--- config.mk ---
export PLATFORM = sky130hd
export DESIGN_NAME = oss_link
export DESIGN_NICKNAME = d
export VERILOG_FILES = /design/src/inc/oss_pkg.sv /design/src/inc/oss_stream_if.sv /design/src/core/oss_fifo.sv /design/src/core/oss_link.sv
export SDC_FILE = /design/constraint.sdc
export NUM_CORES = 1
export LEC_CHECK = 0
export BUFFER_PORTS_ARGS = -buffer_cell sky130_fd_sc_hd__buf_2
export CAP_MARGIN = 30
export CORE_MARGIN = 1
export CORE_UTILIZATION = 28
export CTS_BUF_LIST = sky130_fd_sc_hd__clkbuf_16
export CTS_CLUSTER_SIZE = 40
export DETAILED_ROUTE_END_ITERATION = 8
export GPL_TIMING_DRIVEN = 0
export SYNTH_ARGS = -nofsm -noshare
export SYNTH_HDL_FRONTEND = slang
export SYNTH_SLANG_ARGS = --single-unit
--- constraint.sdc ---
create_clock -name core_clk_i -period 2.6 [get_ports core_clk_i]
set_input_delay 0.26 -clock core_clk_i [delete_from_list [all_inputs] [get_ports core_clk_i]]
set_output_delay 0.26 -clock core_clk_i [all_outputs]
set_load 0.03 [all_outputs]
--- src/inc/oss_pkg.sv ---
// Package: constants and types for the output switch serial control block
package oss_pkg;
    localparam int          OSS_NUM_OUT   = 8;
    localparam logic [7:0]  OSS_OUT_OFF   = 8'hFF;
    localparam logic [7:0]  OSS_SHIFT_CLR = 8'h00;
    localparam int          OSS_FIFO_W    = 8;
    localparam int          OSS_FIFO_D    = 32;
    localparam int          OSS_FIFO_AW   = 5;
    localparam int          OSS_CLK_MHZ   = 20;
    localparam int          OSS_SCLK_MIN_NS = 333;
    localparam int          OSS_SCLK_MIN_CYC =
        (OSS_SCLK_MIN_NS * OSS_CLK_MHZ) / 1000;
    typedef enum logic [2:0] {
        OSS_IDLE  = 3'b001,
        OSS_SHIFT = 3'b010,
        OSS_LATCH = 3'b100
    } oss_state_e;
endpackage : oss_pkg

--- src/inc/oss_stream_if.sv ---
// Interface: valid/ready word stream between the link core and the FIFO
interface oss_stream_if;
    logic [7:0] data;
    logic       valid;
    logic       ready;
    modport src (output data, output valid, input ready);
    modport dst (input data, input valid, output ready);
endinterface : oss_stream_if

--- src/core/oss_fifo.sv ---
// Synchronous FIFO holding latched command words
module oss_fifo #(
    parameter int WIDTH = 8,
    parameter int DEPTH = 32,
    parameter int AW    = 5
) (
    input  wire logic             core_clk_i,
    input  wire logic             rst_b_i,
    input  wire logic             clk_en_i,
    oss_stream_if.dst             wr,
    output logic [WIDTH-1:0]      rd_data_o,
    output logic                  rd_valid_o,
    input  wire logic             rd_ready_i
);
    logic [WIDTH-1:0] mem_ff [DEPTH];
    logic [AW:0]      wp_ff, rp_ff, nxt_wp, nxt_rp;
    logic             full, empty, do_wr, do_rd;

    always_comb begin
        full    = (wp_ff[AW] != rp_ff[AW])
                  && (wp_ff[AW-1:0] == rp_ff[AW-1:0]);
        empty   = (wp_ff == rp_ff);
        do_wr   = wr.valid && !full;
        do_rd   = rd_ready_i && !empty;
        nxt_wp  = do_wr ? wp_ff + (AW+1)'(1) : wp_ff;
        nxt_rp  = do_rd ? rp_ff + (AW+1)'(1) : rp_ff;
    end

    assign wr.ready   = !full;
    assign rd_valid_o = !empty;
    assign rd_data_o  = mem_ff[rp_ff[AW-1:0]];

    always_ff @(posedge core_clk_i) begin
        if (!rst_b_i) begin
            wp_ff <= '0;
            rp_ff <= '0;
        end else if (clk_en_i) begin
            wp_ff <= nxt_wp;
            rp_ff <= nxt_rp;
        end
    end

    always_ff @(posedge core_clk_i) begin
        if (clk_en_i && do_wr) begin
            mem_ff[wp_ff[AW-1:0]] <= wr.data;
        end
    end

    chk_fifo_no_over : assert property (@(posedge core_clk_i)
        disable iff (!rst_b_i) full |=> wp_ff == $past(wp_ff))
        else $error("fifo written while full");
endmodule : oss_fifo

--- src/core/oss_link.sv ---
// Serial control link of an eight-channel low-side output switch
module oss_link
    import oss_pkg::*;
(
    input  wire logic        core_clk_i,
    input  wire logic        rst_b_i,
    input  wire logic        clk_en_i,
    input  wire logic        clr_b_i,
    input  wire logic        cs_b_i,
    input  wire logic        sclk_i,
    input  wire logic        sdi_i,
    input  wire logic [7:0]  drain_i,
    output logic [7:0]       gate_off_o,
    output logic             sdo_o,
    output logic             sdo_oe_o,
    output logic [7:0]       cmd_word_o,
    output logic             cmd_valid_o,
    input  wire logic        cmd_ready_i
);
    // ==========================================================
    // Pin synchronisers
    // ==========================================================
    logic [4:0] s1_ff, s2_ff, s3_ff;
    logic [7:0] d1_ff, d2_ff;
    logic       cs_b, sclk, sdi, clr_b, cs_b_d, sclk_d;
    always_ff @(posedge core_clk_i) begin
        if (!rst_b_i) begin
            s1_ff <= 5'h1B;
            s2_ff <= 5'h1B;
            s3_ff <= 5'h1B;
            d1_ff <= 8'hFF;
            d2_ff <= 8'hFF;
        end else if (clk_en_i) begin
            s1_ff <= {clr_b_i, cs_b_i, sclk_i, sdi_i, 1'b1};
            s2_ff <= s1_ff;
            s3_ff <= s2_ff;
            d1_ff <= drain_i;
            d2_ff <= d1_ff;
        end
    end
    assign clr_b  = s2_ff[4];
    assign cs_b   = s2_ff[3];
    assign sclk   = s2_ff[2];
    assign sdi    = s2_ff[1];
    assign cs_b_d = s3_ff[3];
    assign sclk_d = s3_ff[2];

    logic cs_fall, cs_rise, sck_fall, sck_rise;
    assign cs_fall  = cs_b_d && !cs_b;
    assign cs_rise  = !cs_b_d && cs_b;
    // Clock edges are ignored while deselected
    // Each shift clock phase needs only one core cycle to be seen
    assign sck_fall = sclk_d && !sclk && !cs_b && !cs_b_d;
    assign sck_rise = !sclk_d && sclk && !cs_b && !cs_b_d;

    // ==========================================================
    // Shift engine
    // ==========================================================
    oss_state_e st_ff, nxt_st;
    logic [7:0] sh_ff, nxt_sh, lat_ff, nxt_lat;
    logic       so_ff, nxt_so, oe_ff, nxt_oe, push_ff, nxt_push;
    logic [7:0] wd_ff, nxt_wd;
    logic       fifo_rdy;

    always_comb begin
        nxt_st   = st_ff;
        nxt_sh   = sh_ff;
        nxt_lat  = lat_ff;
        nxt_so   = so_ff;
        nxt_oe   = oe_ff;
        nxt_push = push_ff && !fifo_rdy;
        nxt_wd   = wd_ff;
        case (st_ff)
            OSS_IDLE: begin
                if (cs_fall) begin
                    nxt_sh = d2_ff;
                    nxt_so = d2_ff[7];
                    nxt_oe = 1'b1;
                    nxt_st = OSS_SHIFT;
                end
            end
            OSS_SHIFT: begin
                if (sck_fall) begin
                    nxt_sh = {sh_ff[6:0], sdi};
                end
                if (sck_rise) begin
                    nxt_so = sh_ff[7];
                end
                if (cs_rise) begin
                    nxt_oe = 1'b0;
                    nxt_st = OSS_LATCH;
                end
            end
            OSS_LATCH: begin
                nxt_lat  = sh_ff;
                nxt_wd   = sh_ff;
                nxt_push = 1'b1;
                nxt_st   = OSS_IDLE;
            end
            default: nxt_st = OSS_IDLE;
        endcase
        if (!clr_b) begin
            nxt_sh  = OSS_SHIFT_CLR;
            nxt_lat = OSS_OUT_OFF;
        end
    end

    always_ff @(posedge core_clk_i) begin
        if (!rst_b_i) begin
            st_ff   <= OSS_IDLE;
            sh_ff   <= OSS_SHIFT_CLR;
            lat_ff  <= OSS_OUT_OFF;
            so_ff   <= 1'b0;
            oe_ff   <= 1'b0;
            push_ff <= 1'b0;
            wd_ff   <= 8'h00;
        end else if (clk_en_i) begin
            st_ff   <= nxt_st;
            sh_ff   <= nxt_sh;
            lat_ff  <= nxt_lat;
            so_ff   <= nxt_so;
            oe_ff   <= nxt_oe;
            push_ff <= nxt_push;
            wd_ff   <= nxt_wd;
        end
    end

    assign gate_off_o = lat_ff;
    assign sdo_o      = so_ff;
    assign sdo_oe_o   = oe_ff;

    // ==========================================================
    // Latched command log
    // ==========================================================
    // A full log holds the pending record in wd_ff until it has room, and a later latch overwrites it; the outputs still update
    oss_stream_if cmd_if ();
    assign cmd_if.data  = wd_ff;
    assign cmd_if.valid = push_ff;
    assign fifo_rdy     = cmd_if.ready;

    logic [7:0] fq_data;
    logic       fq_valid;
    oss_fifo #(
        .WIDTH (OSS_FIFO_W),
        .DEPTH (OSS_FIFO_D),
        .AW    (OSS_FIFO_AW)
    ) u_fifo (
        .core_clk_i (core_clk_i),
        .rst_b_i    (rst_b_i),
        .clk_en_i   (clk_en_i),
        .wr         (cmd_if),
        .rd_data_o  (fq_data),
        .rd_valid_o (fq_valid),
        .rd_ready_i (cmd_ready_i && (!cmd_valid_o))
    );

    logic [7:0] ow_ff, nxt_ow;
    logic       ov_ff, nxt_ov;
    always_comb begin
        nxt_ow = ow_ff;
        nxt_ov = ov_ff && !cmd_ready_i;
        if (!cmd_valid_o && fq_valid && cmd_ready_i) begin
            nxt_ow = fq_data;
            nxt_ov = 1'b1;
        end
    end
    always_ff @(posedge core_clk_i) begin
        if (!rst_b_i) begin
            ow_ff <= 8'h00;
            ov_ff <= 1'b0;
        end else if (clk_en_i) begin
            ow_ff <= nxt_ow;
            ov_ff <= nxt_ov;
        end
    end
    assign cmd_word_o  = ow_ff;
    assign cmd_valid_o = ov_ff;

    // ==========================================================
    // Checks
    // ==========================================================
    chk_oe_on_select : assert property (@(posedge core_clk_i)
        disable iff (!rst_b_i) clk_en_i && cs_fall && st_ff == OSS_IDLE
        |=> sdo_oe_o)
        else $error("driver not enabled after select");
    chk_oe_off_idle : assert property (@(posedge core_clk_i)
        disable iff (!rst_b_i) st_ff == OSS_IDLE && !cs_fall |=> !sdo_oe_o
        || $past(st_ff) != OSS_IDLE)
        else $error("driver on while deselected");
    chk_latch_copy : assert property (@(posedge core_clk_i)
        disable iff (!rst_b_i) clk_en_i && st_ff == OSS_LATCH && clr_b
        |=> gate_off_o == $past(sh_ff))
        else $error("latch not loaded");
    chk_status_load : assert property (@(posedge core_clk_i)
        disable iff (!rst_b_i) clk_en_i && st_ff == OSS_IDLE && cs_fall
        && clr_b |=> sh_ff == $past(d2_ff) && sdo_o == sh_ff[7])
        else $error("status not loaded");
    chk_shift_in : assert property (@(posedge core_clk_i)
        disable iff (!rst_b_i) clk_en_i && st_ff == OSS_SHIFT && sck_fall
        && clr_b |=> sh_ff[0] == $past(sdi))
        else $error("bit not shifted in");
    chk_clear_off : assert property (@(posedge core_clk_i)
        disable iff (!rst_b_i) clk_en_i && !clr_b
        |=> gate_off_o == OSS_OUT_OFF && sh_ff == OSS_SHIFT_CLR)
        else $error("clear did not turn outputs off");
    chk_hold_desel : assert property (@(posedge core_clk_i)
        disable iff (!rst_b_i) clk_en_i && st_ff == OSS_IDLE && !cs_fall
        && clr_b |=> $stable(sh_ff))
        else $error("shift while deselected");
    chk_latch_stable : assert property (@(posedge core_clk_i)
        disable iff (!rst_b_i) st_ff != OSS_LATCH && clr_b
        |=> $stable(gate_off_o))
        else $error("outputs changed outside latch");

    cov_frame : cover property (@(posedge core_clk_i)
        st_ff == OSS_SHIFT ##1 st_ff == OSS_LATCH);
    cov_clear : cover property (@(posedge core_clk_i) !clr_b);
    cov_log_out : cover property (@(posedge core_clk_i)
        cmd_valid_o && cmd_ready_i);
endmodule : oss_link

==> After elaboration in Yosys (flattened, before gate mapping) <==
Memory sizes are Yosys's and may differ from the RTL's. A register that Yosys moved wholly into a read port is not among the register bits.
Cells that the tools add are included.
{ "totals": {"register_bits": 70, "latchBits": 0, "ramBits": 256, "rom_bits": 0, "out_inout_bits": 19, "memories": 1} }
{ "op_classes": {"addsub": 2, "multipliers": 0, "n_div": 0, "order_cmp": 0, "eq_ne": 13, "shifts": 0, "muxes": 19, "n_bitwise": 0, "reduce_logical": 36} }
{ "mem_list": {"columns": ["memory", "depth", "word_bits", "rd", "rd_ports_with_merged_regs", "write_ports", "line_no", "text"], "rows": [
  ["u_fifo.mem_ff", 32, 8, 1, 1, 1, "oss_fifo.sv:15", "logic [WIDTH-1:0] mem_ff [DEPTH];"]
]} }
{ "ops": {"columns": ["op", "count"], "rows": [
  ["$mux 8", 5],
  ["$logic_and 1x1->1", 17],
  ["$pmux 8 s2", 1],
  ["$add 6x1->6 const B", 2],
  ["$reduce_and 4->1", 3],
  ["$reduce_and 2->1", 5],
  ["$logic_not 1->1", 9],
  ["$mux 1", 8],
  ["$eq 6x6->1", 1],
  ["$mux 3", 2],
  ["$ne 2x2->1 const B", 3],
  ["$ne 3x3->1 const B", 2],
  ["$pmux 3 s2", 1],
  ["$eq 5x5->1", 1],
  ["$pmux 1 s2", 2],
  ["$eq 3x1->1 const B", 1],
  ["$eq 3x2->1 const B", 1],
  ["$eq 3x3->1 const B", 1],
  ["$ne 3x1->1 const B", 1],
  ["$reduce_and 3->1", 1],
  ["$ne 2x1->1 const B", 1],
  ["$reduce_bool 2->1", 1],
  ["$ne 1x1->1", 1]
]} }

==> Logic depth before layout (Yosys ltp) <==
Gate-level depths: netlist of run 1.
{ "depth": {"word_depth": 7, "ltp_mapped": 8} }

==> Hierarchy <==
Synthesis of run 1 repeated with hierarchy kept, for this count alone.
{ "hier_totals": {"hier_cells": 753, "hier_area_um2": 13142.6} }
{ "modules_own_cells": {"columns": ["mod", "n_inst", "cells_each", "area_each_um2"], "rows": [
  ["oss_fifo", 1, 496, 10659.0],
  ["oss_link", 1, 257, 2483.6]
]} }

==> Least setup slack after synthesis of run 1 <==
No wires, ideal clock.
{ "synth_path": {"path_type": "register to register", "startpoint": "register u_fifo.rp_ff[1]", "endpoint": "memory u_fifo.mem_ff[30][0], enable pin", "setup_time_ns": 0.370, "arrival_ns": 1.714, "slack_ns": 0.516, "stages_incl_launch_ff": 7, "n_path_buf": 1, "synth_period_minus_slack_ns": 2.084, "cell_sequence": "dfxtp_1 buf_6 xnor2_1 and3_4 a31oi_2 nand2_1 nor2_1"} }
{ "synth_between": {"elab_chain_cells": 7} }
{ "synth_rtl": {"columns": ["element", "line_no", "text"], "rows": [
  ["from (decl)", "oss_fifo.sv:16", "logic [AW:0] wp_ff, rp_ff, nxt_wp, nxt_rp;"],
  ["from (signal assigned)", "oss_fifo.sv:39", "rp_ff <= nxt_rp;"],
  ["$eq 5x5->1", "oss_fifo.sv:21", "&& (wp_ff[AW-1:0] == rp_ff[AW-1:0]);"],
  ["$logic_and 1x1->1", "oss_fifo.sv:21", null],
  ["$logic_not 1->1", "oss_fifo.sv:23", "do_wr = wr.valid && !full;"],
  ["$logic_and 1x1->1", "oss_fifo.sv:23", null],
  ["$logic_and 1x1->1", "oss_fifo.sv:44", "if (clk_en_i && do_wr) begin"],
  ["$mux 1", "oss_fifo.sv:44", null],
  ["$mux 1 (not written as such)", "oss_fifo.sv:45", "mem_ff[wp_ff[AW-1:0]] <= wr.data;"],
  ["to (decl)", "oss_fifo.sv:15", null]
]} }
Every way passes these cells.

==> Worst setup path after layout of run 1 <==
{ "layout_path": {"startpoint": "register u_fifo.wp_ff[3]", "endpoint": "memory u_fifo.mem_ff[25][5], enable pin"} }
{ "layout_between": {"elab_chain_cells": 7} }
{ "layout_rtl": {"columns": ["element", "line_no", "text"], "rows": [
  ["from (decl)", "oss_fifo.sv:16", null],
  ["from (signal assigned)", "oss_fifo.sv:38", "wp_ff <= nxt_wp;"],
  ["$eq 5x5->1", "oss_fifo.sv:21", null],
  ["$logic_and 1x1->1", "oss_fifo.sv:21", null],
  ["$logic_not 1->1", "oss_fifo.sv:23", null],
  ["$logic_and 1x1->1", "oss_fifo.sv:23", null],
  ["$logic_and 1x1->1", "oss_fifo.sv:44", null],
  ["$mux 1", "oss_fifo.sv:44", null],
  ["$mux 1 (not written as such)", "oss_fifo.sv:45", null]
]} }
Several ways; a longest one is shown, not always the timed one.

==> qor.yml, run 1 <==
clock_tree:
  cts_buffer_depth: 3
  clkSinkCount: 333
  cts-buffers-inserted: 36
  path_clk_slew_ps: 60
  cts.htree.levels: 2
  post-cts-setup-buffers: 0
  cts_root_buffer: "clkbuf_16"
  cts_tree: "built"
  clk-insertion-delay-late_ps: 520
worst_setup_path:
  critPathMaxStageDelay_ps: 590
  critPathRequiredTime_ps: 2750
  r2r_slack_ps: -100
  crit_arrival_ps: 2850
  crit_path_top_delay_cell: "nor2_2"
  crit_chain: "buf_2 > xnor2_1 > and2_1 > a31oi_2 > nand2_1 > nor2_2"
  setup.worst_path.start_class: "register"
  crit_path_end_kind: "register"
  crit_fanout: 10
  path_class: "reg2reg"
logic_synthesis:
  synthArstFlopShare: 0
  synth_cells: 809
  avgSynthCellArea_um2: 16.2
  syn_area_um2: 13100
  synth_nets: 830
  yosysTopAreaCell: "edfxtp_1"
  synth-seq-area-share: 0.706
  yosys_warnings: 0
  synth_edf_count: 256
  synth_top_flop_cell: "edfxtp_1"
  synth_top_area_frac: 0.588
  yosysMostFrequentCell: "edfxtp_1"
  ys_ff_latch: 333
  yosysUniqueCellTypes: 52
  synth_area_leaders: "edfxtp_1 (59%), dfxtp_1 (12%), mux4_2 (7.9%)"
  synth.cells.most_frequent: "edfxtp_1 (256), mux2i_1 (82), dfxtp_1 (77)"
layout:
  final_area_um2: 15500
  num_antenna_cells: 0
  fin_nets: 921
  area_growth_syn_to_layout_pct: 18.6
  drive_gt1_frac: 0.211
  n_fill_cell: 4385
  fin_util: 0.339
timing:
  clock_skew_ps: 22.7
  finalSetupTns_ps: -7250
  hold_viol: 0
  fin_crit_sh: 1.04
  max_slew_margin: 0.416
  setup_viol: 160
  period_needed_ps: 2700
  slew_viol_final: 0
  setup_ws_ps: -102
  fmax_mhz: 370
  tightest_slew_ps: 872
  rsz0062_at_grt: "yes"
routing:
  drt_iter0_drc: 578
  antenna_left: 0
  dr.pass1.iters: 5
  route.vias.total: 7224
  wl_um: 28700
  via_per_inst: 4.73
  drt-wirelength-per-cell_um: 18.8
  drcViolationCount: 0
outcome:
  status: "finished with violations"
  violations: "negative setup slack"
grt:
  antenna_found_initial: 0
  grt_remaining_overflow: 0
  grtUsageTotal: 0.122
  grt_max_degree: 25
  grt_pass1_vias: 7279
  grt_pass1_wl_um: 44200
place:
  place_ws_ps: -176
  dpl.hpwl_um: 20000
  portBuffers: 33
  place.gp.congestion: 0.779
  postPlaceCellArea_um2: 14200
die:
  die_y_um: 218
  coreArea_um2: 45700
  num_rows: 78
  ioPinCount: 35
  start_util: 0.286
  die_area_um2: 47500
  fp.dieW_um: 218
power_and_ir_drop:
  power_w: 0.0108
  leakage_nw: 5.49
  ir_drop_v: 0.000437
  power.density_nw_per_um2: 694
worst_hold_path:
  hp-class: "in2reg"
run:
  cap_violations: 0
-- worst paths after layout --
check	cells after the start	endpoint	from
setup / recovery	6	u_fifo.mem_ff[25][5]	u_fifo.wp_ff[3]
hold / removal	4	register	cmd_ready_i
setup reg to reg	6	u_fifo.mem_ff[25][5]	u_fifo.wp_ff[3]
hold reg to reg	2	d1_ff[7]	d1_ff[7]
-- worst max-delay path: cells and delay by family, from the launching register on --
| family | cells | cell delay [ps] |
|---|---|---|
| buf+inv | 1 | 220 |
| compound gates | 1 | 380 |
| flops | 1 | 300 |
| simple gates | 3 | 1300 |
| xor+xnor | 1 | 120 |
-- logic make-up (layout without fill, tap and decap cells) --
logic type | count (synthesis) | after routing | synth area share
flip-flops | 333 | 333 | 0.706
AND/OR/NAND/NOR | 174 | 174 | 0.0591
multiplexers | 128 | 128 | 0.142
AO/OA/AOI/OAI | 104 | 104 | 0.0587
buffers and inverters | 54 | 173 | 0.0219
XOR/XNOR | 11 | 11 | 0.00737
adder cells (fa/ha/maj) | 5 | 5 | 0.00479
-- stage by stage --
stage | std cells | hold WS, ps
6_report | 1528 | 188
5_1_grt | 1528 | 202
4_1_cts | 1528 | 179
3_5_place_dp | 1450 | 458
3_3_place_gp | 1442 | 455
2_1_floorplan | 809 | 388
-- cells in the final DEF, fill, tap and decap left out, types with 12 or more instances in the layout --
cell and count:
nor2_2 24, buf_2 43, nor2_1 33, dlygate4sd3_1 12, clkbuf_1 15, edfxtp_1 256, inv_1 21, o21ai_0 13
mux4_2 46, dfxtp_1 77, nand3_1 17, a21oi_1 31, mux2i_1 82, clkbuf_16 38, o221ai_1 15, nand2_1 70
-- report_power, final --
group / internal, W / leakage [nW] / total (W) / switching (W)
sequential: 0.00568 / 3.49 / 0.00570 / 0.0000236
clock: 0.00285 / 0.587 / 0.00487 / 0.00202
combinational: 0.0000744 / 1.41 / 0.000175 / 0.000101
total: 0.00861 / 5.49 / 0.0108 / 0.00214
-- routing by layer --
metal,routed length (µm),share of wire,GRT usage,vias to the layer above
met2,13900,0.48,0.201,186
met5,0,0,0,-
li1,-,-,-,3328
met3,1610,0.056,0.0213,38
met1,12700,0.44,0.165,3672
met4,479,0.017,0.0294,0
-- state kept, by name (all words and copies together), names as in the netlist, named ones only --
| name | flops |
|---|---|
| cmd_word_o | 8 |
| s2_ff | 4 |
| u_fifo.rp_ff | 6 |
| cmd_if.data | 8 |
| u_fifo.mem_ff | 256 |
| cmd_if.valid | 1 |
| s1_ff | 4 |
| sdo_o | 1 |
| sh_ff | 8 |
| s3_ff | 2 |
| sdo_oe_o | 1 |
| u_fifo.wp_ff | 6 |
| gate_off_o | 8 |
| d1_ff | 8 |
| st_ff | 3 |
| d2_ff | 8 |
-- layout make-up --
| type | count | area, µm² | area share |
|---|---|---|---|
| multi-input cells | 422 | 3620 | 0.234 |
| flip-flops and latches | 333 | 9230 | 0.595 |
| plain buffers | 41 | 238 | 0.0153 |
| clock inverters | 28 | 196 | 0.0127 |
| well taps | 600 | 751 | 0.0484 |
| inverters | 13 | 48.8 | 0.00315 |
| clock buffers | 38 | 951 | 0.0613 |
| repair buffers | 53 | 468 | 0.0302 |
-- timing repair --
| item | CTS | global route |
|---|---|---|
| resized for setup | 6 | 19 |
| pin swaps | 0 | 0 |
| endpoints found under the setup margin | 192 | 192 |
| endpoints found under the hold margin | 12 | 0 |
| cloned | 0 | 0 |
| hold buffers | 12 | 0 |
(Power assumes the default switching activity.)
==> run 2, diff against run 1 <==
--- a/config.mk
+++ b/config.mk
@@ -5,9 +5,10 @@
 export SDC_FILE = /design/constraint.sdc
 export NUM_CORES = 1
 export LEC_CHECK = 0
+export ABC_CLOCK_PERIOD_IN_PS = 2400
 export BUFFER_PORTS_ARGS = -buffer_cell sky130_fd_sc_hd__buf_2
 export CAP_MARGIN = 30
-export CORE_MARGIN = 1
+export CORE_MARGIN = 4
 export CORE_UTILIZATION = 28
 export CTS_BUF_LIST = sky130_fd_sc_hd__clkbuf_16
 export CTS_CLUSTER_SIZE = 40
==> constraint.sdc (replaced) <==
create_clock -name core_clk_i -period 2.4 [get_ports core_clk_i]
set_input_delay 0.24 -clock core_clk_i [delete_from_list [all_inputs] [get_ports core_clk_i]]
set_output_delay 0.24 -clock core_clk_i [all_outputs]
set_load 0.03 [all_outputs]
==> run 2 against run 1 <==
The run now ends clean. Maximum frequency increased by 15%. Clock skew down 9.8 ps. First-iteration DRC count down 12%. Sequential cell count unchanged. Clock power grew 2%. Die area rose by 5.6%. Final area is 1.7% higher. Combinational power rose by 9%. Global-route usage down 0.69 points. Critical path depth rose by 1. Register-to-register slack improved by 160 ps.
==> qor.yml, run 2 (synthesis gave the netlist of run 1 again) <==
place:
  dpl.hpwl_um: 19200  # -3.8%
  postPlaceCellArea_um2: 14100  # -0.19%
  portBuffers: 33  # unchanged
  place.gp.congestion: 0.800  # +2.7%
worst_hold_path:
  hp-class: "in2reg"
  worstHoldStart: "cmd_ready_i"
clock_tree:
  cts_root_buffer: "clkbuf_16"
  cts_buffer_depth: 3  # unchanged
  clk-insertion-delay-late_ps: 520  # about the same
  clkSinkCount: 333  # unchanged
  cts.htree.levels: 2  # unchanged
  cts_tree: "built"
  cts-buffers-inserted: 34  # -5.6%
  path_clk_slew_ps: 60  # about the same
die:
  num_rows: 78  # unchanged
  coreArea_um2: 45800  # +0.21%
  start_util: 0.286  # -0.000610
  die_y_um: 224  # +2.8%
  fp.dieW_um: 224  # +2.8%
  die_area_um2: 50200  # +5.6%
  ioPinCount: 35  # unchanged
timing:
  fin_crit_sh: 0.978  # -0.0615
  max_slew_margin: 0.413  # -0.00294
  slew_viol_final: 0  # unchanged
  rsz0062_at_grt: "no"
  tightest_slew_ps: 877  # +4.40 ps
  hold_viol: 0  # unchanged
  period_needed_ps: 2350  # -355 ps
  clock_skew_ps: 12.9  # -9.77 ps
  setup_viol: 0  # -100%
  fmax_mhz: 426  # +15%
grt:
  grt_pass1_vias: 7314  # +0.48%
  grt_pass1_wl_um: 44900  # +1.6%
  grt_remaining_overflow: 0  # unchanged
  grt_max_degree: 34  # +36%
  antenna_found_initial: 0  # unchanged
  grtUsageTotal: 0.115  # -0.00692
routing:
  dr.pass1.iters: 5  # unchanged
  drt_iter0_drc: 510  # -12%
  drt-wirelength-per-cell_um: 19.0  # +1.3%
  drcViolationCount: 0  # unchanged
  wl_um: 29200  # +1.6%
  antenna_left: 0  # unchanged
  via_per_inst: 4.77  # +0.96%
  route.vias.total: 7317  # +1.3%
power_and_ir_drop:
  ir_drop_v: 0.000514  # +18%
  power.density_nw_per_um2: 720  # +3.8%
  leakage_nw: 5.61  # +2.0%
  power_w: 0.0114  # +5.6%
worst_setup_path:
  r2r-start: "u_fifo.rp_ff[1]"
  crit_fanout: 10  # unchanged
  path_common_cell: "buf_4"
  crit_arrival_ps: 2740  # -110 ps
  critPathRequiredTime_ps: 2800  # +50 ps
  crit_path_end_kind: "register"
  crit_start: "u_fifo.rp_ff[1]"
  path_class: "reg2reg"
  setup.worst_path.start_class: "register"
  crit_path_top_delay_cell: "mux4_2"
  critPathMaxStageDelay_ps: 360  # -230 ps
  crit_chain: "buf_6 > buf_4 > buf_4 > mux4_2 > a21oi_1 > o21ai_1 > a32o_1"
layout:
  final_area_um2: 15800  # +1.7%
  drive_gt1_frac: 0.230  # +0.0192
  mostFrequentLayoutCells: "edfxtp_1 (256), mux2i_1 (81), dfxtp_1 (77)"
  num_antenna_cells: 0  # unchanged
  fin_nets: 928  # +0.76%
  area_growth_syn_to_layout_pct: 20.7
  largest_reg_flops: 256  # unchanged
  layout_commonest_cell: "edfxtp_1"
outcome:
  status: "completed"
run:
  cap_violations: 0  # unchanged
==> run 2: cell types whose count changed in the layout (fill, tap and decap cells not counted), moves of 5 or more <==
cell and delta:
nor2_1 -5, nor2_2 -18, o21ai_1 +5, nor2_4 +23
o21ai_0 -5, inv_1 +5, buf_12 +7
==> run 2: path summary, 6_finish.rpt <==
path / to / slack, ps / cells after the start
worst max-delay path: cmd_word_o[3] / 50 / 7
worst min-delay path: register / 170 / 4
worst max register to register: cmd_word_o[3] / 50 / 7
worst min register to register: d2_ff[7] / 480 / 2
==> run 2: routing by layer <==
| layer | part of all wire | GRT usage |
|---|---|---|
| met2 | 0.46 | 0.175 |
| met1 | 0.44 | 0.161 |
| met4 | 0.025 | 0.0342 |
| met5 | 0 | 0 |
| met3 | 0.068 | 0.0309 |
==> run 2: final cells by class <==
class	instances	area [µm²]
multi-input cells	422	3800
clock buffers	37	926
plain buffers	41	260
inverters	13	48.8
well taps	600	751
clock inverters	25	134
flip-flops and latches	333	9230
fillers	4314	30000
repair buffers	62	623
==> run 2: worst max-delay path: cells and delay by family (launching register included) <==
kind,cells,cell delay [ps]
AOI/OAI and AO/OA,3,810
DFF,1,350
buffers and inverters,3,710
muxes,1,360
==> run 2: power by group <==
part           total, W  internal, W  switching (W)
clock network   0.00499      0.00288        0.00211
registers       0.00618      0.00615      0.0000259
logic          0.000190    0.0000806       0.000109
total            0.0114      0.00911        0.00224
==> run 2: what timing repair did <==
action / CTS / global route
setup endpoints to repair: 199 / 247
resized for setup: 61 / 18
setup buffers: 0 / 9
hold buffers: 12 / 0
pin swaps: 0 / 16
hold endpoints to repair: 12 / 0
==> run 2: stage by stage <==
step           hold slack [ps]  instances  TNS [ps]  setup slack, ps   util
3_5_place_dp               459       1449    -63490             -421  0.309
2_1_floorplan              368        809         0              316      -
4_1_cts                    140       1523    -12320             -109  0.339
6_report                   167       1533         0             53.2  0.345
5_1_grt                    171       1533         0             17.2  0.345
3_3_place_gp               455       1442    -59650             -403  0.306
